## config.mk

```make
export PLATFORM = sky130hd
export DESIGN_NAME = mht_timing_regs
export DESIGN_NICKNAME = d
export VERILOG_FILES = /design/src/verilog/mht_pkg.sv /design/src/verilog/mht_timing_regs.sv
export SDC_FILE = /design/constraint.sdc
export NUM_CORES = 1
export LEC_CHECK = 0
export ABC_AREA = 1
export BUFFER_PORTS_ARGS = -buffer_cell sky130_fd_sc_hd__buf_2
export CORE_MARGIN = 8
export CORE_UTILIZATION = 41
export DETAILED_ROUTE_END_ITERATION = 10
export GPL_TIMING_DRIVEN = 0
export HOLD_SLACK_MARGIN = 0.02
export PLACE_DENSITY = 0.65
export SLEW_MARGIN = 0
export SYNTH_ARGS = -nofsm -noshare
export SYNTH_HDL_FRONTEND = slang
export SYNTH_SLANG_ARGS = --single-unit
```

## constraint.sdc

```tcl
create_clock -name ref_clk -period 7.8 [get_ports ref_clk]
set_input_delay 1.17 -clock ref_clk [delete_from_list [all_inputs] [get_ports ref_clk]]
set_output_delay 1.17 -clock ref_clk [all_outputs]
set_load 0.02 [all_outputs]
```

## src/verilog/mht_pkg.sv

```systemverilog
// Purpose: constants and types for the handshake timing register bank
// Assumes: 200 MHz reference clock
// Notes: register slots are held as one array indexed by the IX_ constants
package mht_pkg;

  ////////////////////////////////////////////////////////////////////////////
  // clock and tick periods (times in microseconds, some as fractions)
  localparam int CLK_MHZ = 200;
  localparam int FINE_US_NUM = 5000;
  localparam int FINE_US_DEN = 3;
  localparam int TEN_US = 10000;
  localparam int DLY_US_NUM = 160000;
  localparam int DLY_US_DEN = 3;
  localparam int HALF_US = 500000;
  localparam int SEC_US = 1000000;
  localparam int FINE_CYC = FINE_US_NUM * CLK_MHZ / FINE_US_DEN;
  localparam int TEN_CYC = TEN_US * CLK_MHZ;
  localparam int DLY_CYC = DLY_US_NUM * CLK_MHZ / DLY_US_DEN;
  localparam int HALF_CYC = HALF_US * CLK_MHZ;
  localparam int SEC_CYC = SEC_US * CLK_MHZ;
  localparam int TICK_W = 28;
  localparam int NUNIT = 5;
  localparam int U_FINE = 0, U_TEN = 1, U_DLY = 2, U_HALF = 3, U_SEC = 4;

  ////////////////////////////////////////////////////////////////////////////
  // register slots
  localparam int NREG = 26;
  localparam int IX_ANS_SECS = 0, IX_TX_LO = 1, IX_TX_HI = 2, IX_SUSP = 3;
  localparam int IX_BIS_ONES = 4, IX_DT_CARR = 5, IX_DT_SRCH = 6, IX_SL_LOSS = 7;
  localparam int IX_RV_SRCH = 8, IX_FSK_LO = 9, IX_FSK_HI = 10, IX_ANS_DET = 11;
  localparam int IX_OVC = 12, IX_ANS_FINE = 13, IX_V22_ONES = 14, IX_KISS = 15;
  localparam int IX_CD_RET = 16, IX_CD_WAIT = 17, IX_ANS_DLY = 18, IX_RING_MIN = 19;
  localparam int IX_CID = 20, IX_RING = 21, IX_INTR = 22, IX_DIAG = 23;
  localparam int IX_CFG1 = 24, IX_GPIO_ONE = 25;
  localparam logic [7:0] REG_OFS [NREG] = '{
    8'h1e, 8'h27, 8'h28, 8'h29, 8'h2a, 8'h2b, 8'h2c, 8'h2d, 8'h2e,
    8'h2f, 8'h30, 8'h31, 8'h32, 8'h34, 8'h35, 8'h36, 8'h37, 8'h39,
    8'h3a, 8'h3b, 8'h3c, 8'h62, 8'h82, 8'hdf, 8'he0, 8'he1};
  localparam logic [7:0] REG_RST [NREG] = '{
    8'h03, 8'h78, 8'h08, 8'h00, 8'hd2, 8'h18, 8'h08, 8'h0c, 8'hf0,
    8'h3c, 8'h00, 8'h3c, 8'h0c, 8'h5a, 8'ha2, 8'h30, 8'h20, 8'h3c,
    8'h29, 8'h03, 8'h01, 8'h41, 8'h08, 8'h0c, 8'h22, 8'h04};
  localparam logic [7:0] OFS_LINE_VOLT = 8'hdb;
  localparam int IB_LSB = 1;
  localparam logic [1:0] IB_SUSPEND = 2'h2;
  localparam logic [15:0] SEARCH_BASE = 16'h0100;
  localparam logic signed [7:0] VOLT_FLOOR = 8'sh03;

  ////////////////////////////////////////////////////////////////////////////
  // timer channels
  localparam int NCH = 16;
  localparam int CH_TX2400 = 0, CH_BIS_ONES = 1, CH_DT_CARR = 2;
  localparam int CH_DT_SRCH = 3, CH_SL_LOSS = 4, CH_RV_SRCH = 5;
  localparam int CH_FSK = 6, CH_ANS_DET = 7, CH_OVC = 8, CH_ANS_LEN = 9;
  localparam int CH_V22_ONES = 10, CH_KISS = 11, CH_CD_RET = 12;
  localparam int CH_CD_WAIT = 13, CH_ANS_DLY = 14, CH_INTR = 15;

  typedef logic [NREG-1:0][7:0] mht_regs_t;

  typedef struct packed {
    logic [7:0] addr;
    logic [7:0] wdata;
    logic wr;
    logic rd;
  } mht_bus_req_t;

  typedef struct packed {
    logic [NCH-1:0] run;
    logic security_mode;
    logic ring_pulse;
    logic ring_burst;
    logic [1:0] loop_sense;
    logic [7:0] line_meas;
  } mht_seq_in_t;

  typedef struct packed {
    logic [NCH-1:0] done;
    logic intrusion_blocked;
    logic overcurrent;
    logic ring_qualified;
    logic kissoff_echo;
    logic call_abort;
  } mht_seq_out_t;

endpackage

```

## src/verilog/mht_timing_regs.sv

```systemverilog
// Purpose: handshake and call-progress timing registers with qualifier timers
// Assumes: sequencer inputs synchronous to ref_clk
// Notes: all timers share one set of free-running tick generators
// Behaviour
// [RULE1] 2400 tx length is high*256 plus low steps
// [RULE2] suspend intrusion after dialing when mode suspends
// [RULE3] bis answerer needs scrambled ones minimum time
// [RULE4] master carrier must persist before turnaround
// [RULE5] turnaround search lasts 426.66 ms plus count
// [RULE6] slave needs carrier absent before reverse search
// [RULE7] slave reverse search limited to programmed count
// [RULE8] fsk connect waits low plus high*256 steps
// [RULE9] answer tone reported after minimum presence
// [RULE10] sample loop current after overcurrent delay
// [RULE11] fine answer length used only if seconds zero
// [RULE12] v22 originator needs scrambled ones minimum time
// [RULE13] echo k when kissoff exceeds count
// [RULE14] carrier restored after minimum return time
// [RULE15] abort call without carrier within seconds count
// [RULE16] delay answer tone after off-hook
// [RULE17] ring burst needs minimum consecutive pulses
// [RULE18] line voltage signed volts, zero under 3 V
// [RULE19] 2400 tx low part in fine steps
// [RULE20] answer tone length in whole seconds
// [RULE21] shared tick generators drive all timing
// [RULE22] registers reset to defaults, voltage live
//
// The implementer's own choice: the plain strobed port.
`timescale 1ns/1ps
`default_nettype none

module mht_timing_regs
  import mht_pkg::*;
#(
  parameter int FINE_TICK_CYC = FINE_CYC,
  parameter int TEN_TICK_CYC = TEN_CYC,
  parameter int DLY_TICK_CYC = DLY_CYC,
  parameter int HALF_TICK_CYC = HALF_CYC,
  parameter int SEC_TICK_CYC = SEC_CYC
) (
  input wire logic ref_clk,
  input wire logic rstn,
  input wire mht_bus_req_t bus_req,
  output logic [7:0] bus_rdata,
  input wire mht_seq_in_t seq_in,
  output mht_seq_out_t seq_out
);

  ////////////////////////////////////////////////////////////////////////////
  // parameter checks

  localparam int TICK_MAX = (1 << TICK_W) - 1;

  if (FINE_TICK_CYC < 1 || FINE_TICK_CYC > TICK_MAX) begin : g_chk_fine
    $error("fine tick period out of range");
  end
  if (TEN_TICK_CYC < 1 || TEN_TICK_CYC > TICK_MAX) begin : g_chk_ten
    $error("ten ms tick period out of range");
  end
  if (DLY_TICK_CYC < 1 || DLY_TICK_CYC > TICK_MAX) begin : g_chk_dly
    $error("answer delay tick period out of range");
  end
  if (HALF_TICK_CYC < 1 || HALF_TICK_CYC > TICK_MAX) begin : g_chk_half
    $error("half second tick period out of range");
  end
  if (SEC_TICK_CYC < 1 || SEC_TICK_CYC > TICK_MAX) begin : g_chk_sec
    $error("second tick period out of range");
  end
  // channel units assume the tick periods grow with the unit
  if (FINE_TICK_CYC > TEN_TICK_CYC) begin : g_chk_order_fine
    $error("fine tick longer than ten ms tick");
  end
  if (HALF_TICK_CYC > SEC_TICK_CYC) begin : g_chk_order_half
    $error("half second tick longer than second tick");
  end

  localparam logic [TICK_W-1:0] TICK_LAST [NUNIT] = '{
    TICK_W'(FINE_TICK_CYC - 1),
    TICK_W'(TEN_TICK_CYC - 1),
    TICK_W'(DLY_TICK_CYC - 1),
    TICK_W'(HALF_TICK_CYC - 1),
    TICK_W'(SEC_TICK_CYC - 1)};

  ////////////////////////////////////////////////////////////////////////////
  // state

  typedef struct packed {
    mht_regs_t regs;
    logic [7:0] rdata;
    logic [7:0] line_volt;
    logic [NUNIT-1:0][TICK_W-1:0] tick_cnt;
    logic [NUNIT-1:0] tick;
    logic [NCH-1:0][15:0] cnt;
    logic [NCH-1:0] done;
    logic ring_prev;
    logic [7:0] ring_cnt;
    mht_seq_out_t out;
  } mht_state_t;

  mht_state_t state_ff;
  mht_state_t nxt_state;

  ////////////////////////////////////////////////////////////////////////////
  // helpers

  // tick unit of each channel; answer tone length switches unit
  function automatic int chan_unit(input int ch, input logic secs_zero);
    case (ch)
      CH_KISS: begin
        chan_unit = U_TEN;
      end
      CH_CD_WAIT: begin
        chan_unit = U_SEC;
      end
      CH_ANS_DLY: begin
        chan_unit = U_DLY;
      end
      CH_INTR: begin
        chan_unit = U_HALF;
      end
      CH_ANS_LEN: begin
        if (secs_zero) begin
          chan_unit = U_FINE; // [RULE11]
        end else begin
          chan_unit = U_SEC; // [RULE20]
        end
      end
      default: begin
        chan_unit = U_FINE;
      end
    endcase
  endfunction

  // number of ticks a channel must run before it is done
  function automatic logic [15:0] chan_limit(input int ch, input mht_regs_t r);
    case (ch)
      CH_TX2400: begin
        chan_limit = {r[IX_TX_HI], r[IX_TX_LO]}; // [RULE1] [RULE19]
      end
      CH_BIS_ONES: begin
        chan_limit = {8'h00, r[IX_BIS_ONES]}; // [RULE3]
      end
      CH_DT_CARR: begin
        chan_limit = {8'h00, r[IX_DT_CARR]}; // [RULE4]
      end
      CH_DT_SRCH: begin
        chan_limit = SEARCH_BASE + {8'h00, r[IX_DT_SRCH]}; // [RULE5]
      end
      CH_SL_LOSS: begin
        chan_limit = {8'h00, r[IX_SL_LOSS]}; // [RULE6]
      end
      CH_RV_SRCH: begin
        chan_limit = {8'h00, r[IX_RV_SRCH]}; // [RULE7]
      end
      CH_FSK: begin
        chan_limit = {r[IX_FSK_HI], r[IX_FSK_LO]}; // [RULE8]
      end
      CH_ANS_DET: begin
        chan_limit = {8'h00, r[IX_ANS_DET]}; // [RULE9]
      end
      CH_OVC: begin
        chan_limit = {8'h00, r[IX_OVC]}; // [RULE10]
      end
      CH_ANS_LEN: begin
        if (r[IX_ANS_SECS] == 8'h00) begin
          chan_limit = {8'h00, r[IX_ANS_FINE]}; // [RULE11]
        end else begin
          chan_limit = {8'h00, r[IX_ANS_SECS]}; // [RULE20]
        end
      end
      CH_V22_ONES: begin
        chan_limit = {8'h00, r[IX_V22_ONES]}; // [RULE12]
      end
      // strictly longer than the programmed length
      CH_KISS: begin
        chan_limit = {8'h00, r[IX_KISS]} + 16'h0001; // [RULE13]
      end
      CH_CD_RET: begin
        chan_limit = {8'h00, r[IX_CD_RET]}; // [RULE14]
      end
      CH_CD_WAIT: begin
        chan_limit = {8'h00, r[IX_CD_WAIT]}; // [RULE15]
      end
      CH_ANS_DLY: begin
        chan_limit = {8'h00, r[IX_ANS_DLY]}; // [RULE16]
      end
      CH_INTR: begin
        chan_limit = {8'h00, r[IX_SUSP]}; // [RULE2]
      end
      default: begin
        chan_limit = 16'h0000;
      end
    endcase
  endfunction

  // tip-ring reading with the dead band folded to zero
  function automatic logic [7:0] volt_report(input logic [7:0] meas);
    logic signed [7:0] v;
    v = meas;
    if (v < VOLT_FLOOR && v > -VOLT_FLOOR) begin
      volt_report = 8'h00;
    end else begin
      volt_report = meas;
    end
  endfunction

  // one-hot match of a bus address against the register slots
  function automatic logic [NREG-1:0] reg_hit(input logic [7:0] a);
    reg_hit = '0;
    for (int k = 0; k < NREG; k++) begin
      reg_hit[k] = a == REG_OFS[k];
    end
  endfunction

  ////////////////////////////////////////////////////////////////////////////
  // next state

  logic ib_suspend;
  logic [NCH-1:0] run_eff;
  logic [NCH-1:0] rise;
  logic [15:0] lim;
  logic [NREG-1:0] hit;
  int unit;

  always_comb begin
    nxt_state = state_ff;
    ib_suspend = state_ff.regs[IX_INTR][IB_LSB +: 2] == IB_SUSPEND;
    run_eff = seq_in.run;
    run_eff[CH_INTR] = seq_in.run[CH_INTR] & ib_suspend; // [RULE2]
    lim = 16'h0000;
    hit = reg_hit(bus_req.addr);
    unit = U_FINE;

    // free-running tick generators shared by every channel
    for (int u = 0; u < NUNIT; u++) begin
      if (state_ff.tick_cnt[u] == TICK_LAST[u]) begin
        nxt_state.tick_cnt[u] = '0; // [RULE21]
        nxt_state.tick[u] = 1'b1;
      end else begin
        nxt_state.tick_cnt[u] = state_ff.tick_cnt[u] + TICK_W'(1);
        nxt_state.tick[u] = 1'b0;
      end
    end

    // qualifier and delay channels: count ticks while run holds
    for (int i = 0; i < NCH; i++) begin
      unit = chan_unit(i, state_ff.regs[IX_ANS_SECS] == 8'h00);
      lim = chan_limit(i, state_ff.regs);
      if (!run_eff[i]) begin
        nxt_state.cnt[i] = 16'h0000;
        nxt_state.done[i] = 1'b0;
      end else if (state_ff.cnt[i] >= lim) begin
        nxt_state.done[i] = 1'b1; // [RULE21]
      end else if (state_ff.tick[unit]) begin
        nxt_state.cnt[i] = state_ff.cnt[i] + 16'h0001;
      end
    end
    rise = nxt_state.done & ~state_ff.done;

    nxt_state.out.done = nxt_state.done;

    // off-hook intrusion held off until the suspend time has run
    if (run_eff[CH_INTR] && !nxt_state.done[CH_INTR]) begin
      nxt_state.out.intrusion_blocked = 1'b1; // [RULE2]
    end else begin
      nxt_state.out.intrusion_blocked = 1'b0;
    end

    // loop current sampled once, when the check delay expires
    if (!seq_in.run[CH_OVC]) begin
      nxt_state.out.overcurrent = 1'b0;
    end else if (rise[CH_OVC]) begin
      nxt_state.out.overcurrent = seq_in.loop_sense != 2'h0; // [RULE10]
    end

    // one-cycle events
    if (rise[CH_KISS] && seq_in.security_mode) begin
      nxt_state.out.kissoff_echo = 1'b1; // [RULE13]
    end else begin
      nxt_state.out.kissoff_echo = 1'b0;
    end
    if (rise[CH_CD_WAIT]) begin
      nxt_state.out.call_abort = 1'b1; // [RULE15]
    end else begin
      nxt_state.out.call_abort = 1'b0;
    end

    // ring burst qualification
    nxt_state.ring_prev = seq_in.ring_pulse;
    if (!seq_in.ring_burst) begin
      nxt_state.ring_cnt = 8'h00;
    end else if (seq_in.ring_pulse && !state_ff.ring_prev &&
                 state_ff.ring_cnt != 8'hff) begin
      nxt_state.ring_cnt = state_ff.ring_cnt + 8'h01;
    end
    if (seq_in.ring_burst && nxt_state.ring_cnt >= state_ff.regs[IX_RING_MIN]) begin
      nxt_state.out.ring_qualified = 1'b1; // [RULE17]
    end else begin
      nxt_state.out.ring_qualified = 1'b0;
    end

    // live tip-ring reading
    nxt_state.line_volt = volt_report(seq_in.line_meas); // [RULE18] [RULE22]

    // register writes
    if (bus_req.wr) begin
      for (int k = 0; k < NREG; k++) begin
        if (hit[k]) begin
          nxt_state.regs[k] = bus_req.wdata;
        end
      end
    end

    // register reads: data only in the cycle after the strobe
    nxt_state.rdata = 8'h00;
    if (bus_req.rd) begin
      if (bus_req.addr == OFS_LINE_VOLT) begin
        nxt_state.rdata = state_ff.line_volt; // [RULE18]
      end
      for (int k = 0; k < NREG; k++) begin
        if (hit[k]) begin
          nxt_state.rdata = state_ff.regs[k];
        end
      end
    end
  end

  ////////////////////////////////////////////////////////////////////////////
  // state register

  always_ff @(posedge ref_clk or negedge rstn) begin
    if (!rstn) begin
      state_ff <= '0;
      for (int k = 0; k < NREG; k++) begin
        state_ff.regs[k] <= REG_RST[k]; // [RULE22]
      end
    end else begin
      state_ff <= nxt_state;
    end
  end

  assign bus_rdata = state_ff.rdata;
  assign seq_out = state_ff.out;

endmodule // mht_timing_regs

`default_nettype wire
```

======== Yosys cells after proc, flatten, opt, wreduce, memory -nomap -nowiden ========
Index checks and enable logic that the tools add are counted.
storage, ports and cells
  register bits after elaboration ......... 655
  bits of input ports ..................... 49
  output and inout port bits .............. 29
  word-level logic and storage cells ...... 356
cells by class
  add/sub/neg operators ................... 24
  magnitude comparators ................... 20
  equal/unequal tests ..................... 67
  mux-type cells .......................... 132
  bitwise logic cells ..................... 3
  reduce and logical (&&, ||, !) cells .... 52
operators with widths
  kind                     number
  $mux W16                 48
  $add A16 B1 Y16 const B  16
  $mux W8                  32
  $ge A16 B8 Y1            11
  $eq A8 B6 Y1 const B     20
  $add A28 B1 Y28 const B  5
  $mux W28                 5
  $reduce_and A2 Y1        42
  $ge A16 B16 Y1           3
  $mux W1                  45
  $eq A8 B8 Y1 const B     5
  $ne A2 B2 Y1 const B     17
  $lt A32 B5 Y1 const B    1
  $ne A2 B1 Y1 const B     16
  $eq A28 B19 Y1 const B   1
  $eq A28 B21 Y1 const B   1
  $eq A28 B24 Y1 const B   1
  $eq A28 B27 Y1 const B   1
  $eq A28 B28 Y1 const B   1
  $ge A16 B10 Y1           1
  $ge A16 B9 Y1            1
  $and A14 B14 Y14         1
  $not A14 Y14             1
  $add A9 B8 Y10 const A   1
  16 further kinds         22

======== Depth between registers and ports, before layout ========
  depth in word-level cells ............... 29
  mapped depth ............................ 23
  gate-level depth less buffers ........... 22

======== Worst setup path after synthesis ========
OpenSTA, ideal clock, no wires.
  path type ............................... reg2reg
  start ................................... register state_ff[466] (netlist name)
  end ..................................... register state_ff[197] (netlist name)
  library setup time ...................... 0.119 ns
  arrival ................................. 3.382 ns
  required time ........................... 7.681 ns
  slack ................................... 4.299 ns
  stages on the path, launching flop included .. 21
  buffers on the path ..................... 0
  period minus slack after synthesis ...... 3.501 ns
  path through ............................ dfrtp_1 or4_1 nor2_1 inv_1 nor2_1 nor2_1 ha_1 a21boi_0 o21ai_0 a21boi_0 o21ai_0 nand2_1 a21oi_1 o211ai_1 nor2_1 nor2_1 inv_2 nand2_1 nor3_1 a21oi_1 o21a_1
on the way
  longest elaborated chain between the ends .. 7
  elaborated cells on any way between the ends .. 10
  those cells by class .................... order compare (1); eq/ne (2); mux (5); reduce/logical (2)
RTL lines
  item                                                    line                    text
  start: declaration                                      mht_timing_regs.sv:100  mht_state_t state_ff;
  start signal: assignment                                mht_timing_regs.sv:338  state_ff <= nxt_state;
  branches (longest 6 deep; another with $ge A16 B16 Y1)  n/a
  $reduce_and A2 Y1 (no line) (*)                         n/a
Mark *: on every way between the ends. The select of a mux whose other input is x is not followed.
A chain may end at the register's enable or synchronous reset.

======== Final worst setup path ========
Ends and elaborated chain as after synthesis.

==> metrics.txt <==
Placed Area=35400 sq um; iteration-0 DRC count of the detailed router=1942; Max-Cap Viols=0; Pleak=18.1 nW; Mean Syn Cell Area=8.20 sq um; CTS Buffer Depth=3; post-cts resize count=0; DP Wirelength=57400 um; die area=91100 sq um; PortBufs=72; worst path required time=8.30 ns; dpl ws=3.38 ns; Vias=27000; Via-to-Cell Ratio=5.02; drt first pass iters=5; placed cell count=5231; Slew Limit Fails=0; CP startpoint kind=flip-flop; total core area=81500 sq um; Mapped Area=33500 sq um; number of global-route vias before repair=26100; asr flop ratio synth=100%; Clock Pin Slew Worst Setup and Hold Paths=0.06 ns; Distinct cells, synth=59; Setup Buffers After CTS=0; Post-Synth Adder-Cell Area=6.65%; share of cells above drive strength 1=8.51%; largest net degree at the start of global routing=118; Synth Net Count=4310; Core Rows=105; gr usage total=17.6%; Finished Layout Cells=5373; Initial Utilization=41.1%; DR WL/cell=14.8 um; Finished Cell Area=37900 sq um; PwrDens=201 nW/um^2; gr ovfl total=0; CTS buffer count=75; antenna violations before repair=8; final WL=79500 um; Die Y=302 um; Max rail drop VDD=0.140 mV; prevailing post-synth register cell=dfrtp_1; fin nets=4465; io pins=78; CP endpoint kind=flip-flop; Final setup viols=0; FF+latch area=16500 sq um; main combinational cell family by area after synthesis=simple AND/OR/NAND/NOR gates; clock net sink count=655; Fmax=0.234 GHz; H-tree depth=3; Setup TNS=0 ns; sequential area share after synthesis=49.2%; Synth Register Bits=655; kind of critical path=reg -> reg; Syn. warnings=0; Clock Latency Late Sink=0.63 ns; Final period util=54.7%; CP max FO=8; Root Driver=clkbuf_16; routability cong.=0.896; Worst EP arrival=4.77 ns; simple-gate portion of the synthesized area=22.3%; Final Hold Violating Endpoints=0; worst setup margin=3.53 ns; Synth Area in Compound Gates=10.9%; Pwr Total=0.00762 W; Tmin final=4.27 ns; leading cell type in the layout, fill and taps excluded=nand2_1; drt drc=0; Hold WC Path Type=reg -> reg; post-synthesis mux area share=0%; RSZ-0062 raised after global routing=false; EDFF count, synth=0; outcome=complete, no violations; CTS tree=done; Synth Area in XOR/XNOR=1.52%; worst relative slew slack=12.1%; Die X=302 um; Worst-Margin Slew=1.32 ns; Multi-input gate area=13900 sq um; first-pass GRT wire length=133000 um; Fillers=7916; Post-CTS Hold Buffers=0; ANT nets after route=0; clk_skew=0.0222 ns; commonest non-fill, non-tap cells in the layout=nand2_1 (800), inv_1 (669), dfrtp_1 (597), nor2_1 (396), o21ai_0 (341); Post-Synthesis Cells=4083; Layout area overhead=13.3%
==> final timing paths <==
| kind | from | to | slack (ns) | cells after the start |
|---|---|---|---|---|
| max | state_ff[466] | state_ff[197] | 3.53 | 20 |
| min | seq_out[16] | seq_out[1] | 0.44 | 1 |
| max reg2reg | state_ff[466] | state_ff[197] | 3.53 | 20 |
| min reg2reg | seq_out[16] | seq_out[1] | 0.44 | 1 |
| max in group asynchronous | rstn | state_ff[414] | 5.80 | 3 |
| min in group asynchronous | rstn | state_ff[227] | 0.55 | 1 |
==> Yosys cell counts, types with 9 or more instances <==
| library cell | instances | area share [%] |
|---|---|---|
| nand3_1 | 166 | 2.5 |
| nand4_1 | 93 | 1.7 |
| o211ai_1 | 17 | 0.38 |
| ha_1 | 178 | 6.7 |
| dfrtp_1 | 597 | 45 |
| xor2_1 | 49 | 1.3 |
| nand3b_1 | 12 | 0.27 |
| inv_2 | 38 | 0.43 |
| a31oi_1 | 12 | 0.22 |
| nor4_1 | 43 | 0.80 |
| or4_1 | 9 | 0.20 |
| clkbuf_1 | 69 | 0.77 |
| nor3_1 | 128 | 1.9 |
| xnor2_1 | 9 | 0.24 |
| nor2_1 | 396 | 4.4 |
| a211oi_1 | 9 | 0.20 |
| nor2_2 | 13 | 0.24 |
| nand2_1 | 800 | 9.0 |
| a21oi_1 | 192 | 2.9 |
| inv_1 | 669 | 7.5 |
| dfstp_2 | 58 | 4.6 |
| o21ai_1 | 21 | 0.31 |
| a21boi_0 | 13 | 0.29 |
| o21ai_0 | 341 | 5.1 |
| buf_4 | 29 | 0.65 |
| o21a_1 | 25 | 0.56 |
==> sequential cells by signal, indices dropped and copies added (netlist names) <==
signal / count
state_ff: 618
seq_out: 21
bus_rdata: 8
lim: 8
==> cell families (layout without fill, tap and decap cells) <==
family                   Yosys count  after routing
flip-flops                       655            655
adder cells (fa/ha/maj)          178            178
other                              0              4
AND/OR/NAND/NOR                 1706           1706
XOR/XNOR                          58             58
buffers and inverters            816           1032
AO/OA/AOI/OAI                    670            670
==> final cells by class <==
type	instances	area share, %
antenna	4	0.0264
buffer	102	1.30
clock buffer	112	5.93
clock inverter	26	0.802
inverter	714	7.07
multi-input combinational	2612	36.5
sequential	655	43.4
tap	1070	3.53
timing repair buffer	78	1.41
==> stage by stage <==
step	hold slack [ns]	util, %
3_3_place_gp	0.432	43.2
5_1_grt	0.468	46.5
6_report	0.436	46.6
3_5_place_dp	0.433	43.4
4_1_cts	0.442	46.5
2_1_floorplan	0.417	-
==> per-layer routing <==
layer | up-vias | GRT usage (%) | wire length, um
met2 | 543 | 28.8 | 36900
met4 | 4 | 6.14 | 2550
met5 | - | 0 | 26
li1 | 13500 | - | -
met1 | 12700 | 23.5 | 35700
met3 | 185 | 3.23 | 4340
==> power by group <==
group          total, W  internal (W)  switching (W)  leakage (nW)
combinational  0.000472      0.000150       0.000322          8.01
sequential      0.00354       0.00348      0.0000551          8.79
clock           0.00361       0.00217        0.00144          1.25
total           0.00762       0.00580        0.00182          18.1
==> worst max-delay path, cell delays in order, from the launching register on <==
cell      delay [ns]
dfrtp_1         0.43
or4_1           0.53
nor2_1          0.38
inv_1           0.16
nor2_1          0.12
nor2_1          0.06
ha_1            0.26
a21boi_0        0.12
o21ai_0         0.13
a21boi_0        0.09
o21ai_0         0.16
nand2_1         0.08
a21oi_1         0.22
o211ai_1        0.19
nor2_1          0.37
nor2_1          0.16
inv_2           0.17
nand2_1         0.09
nor3_1          0.21
a21oi_1         0.10
o21a_1          0.11
Power figures use the tool's default switching activity.
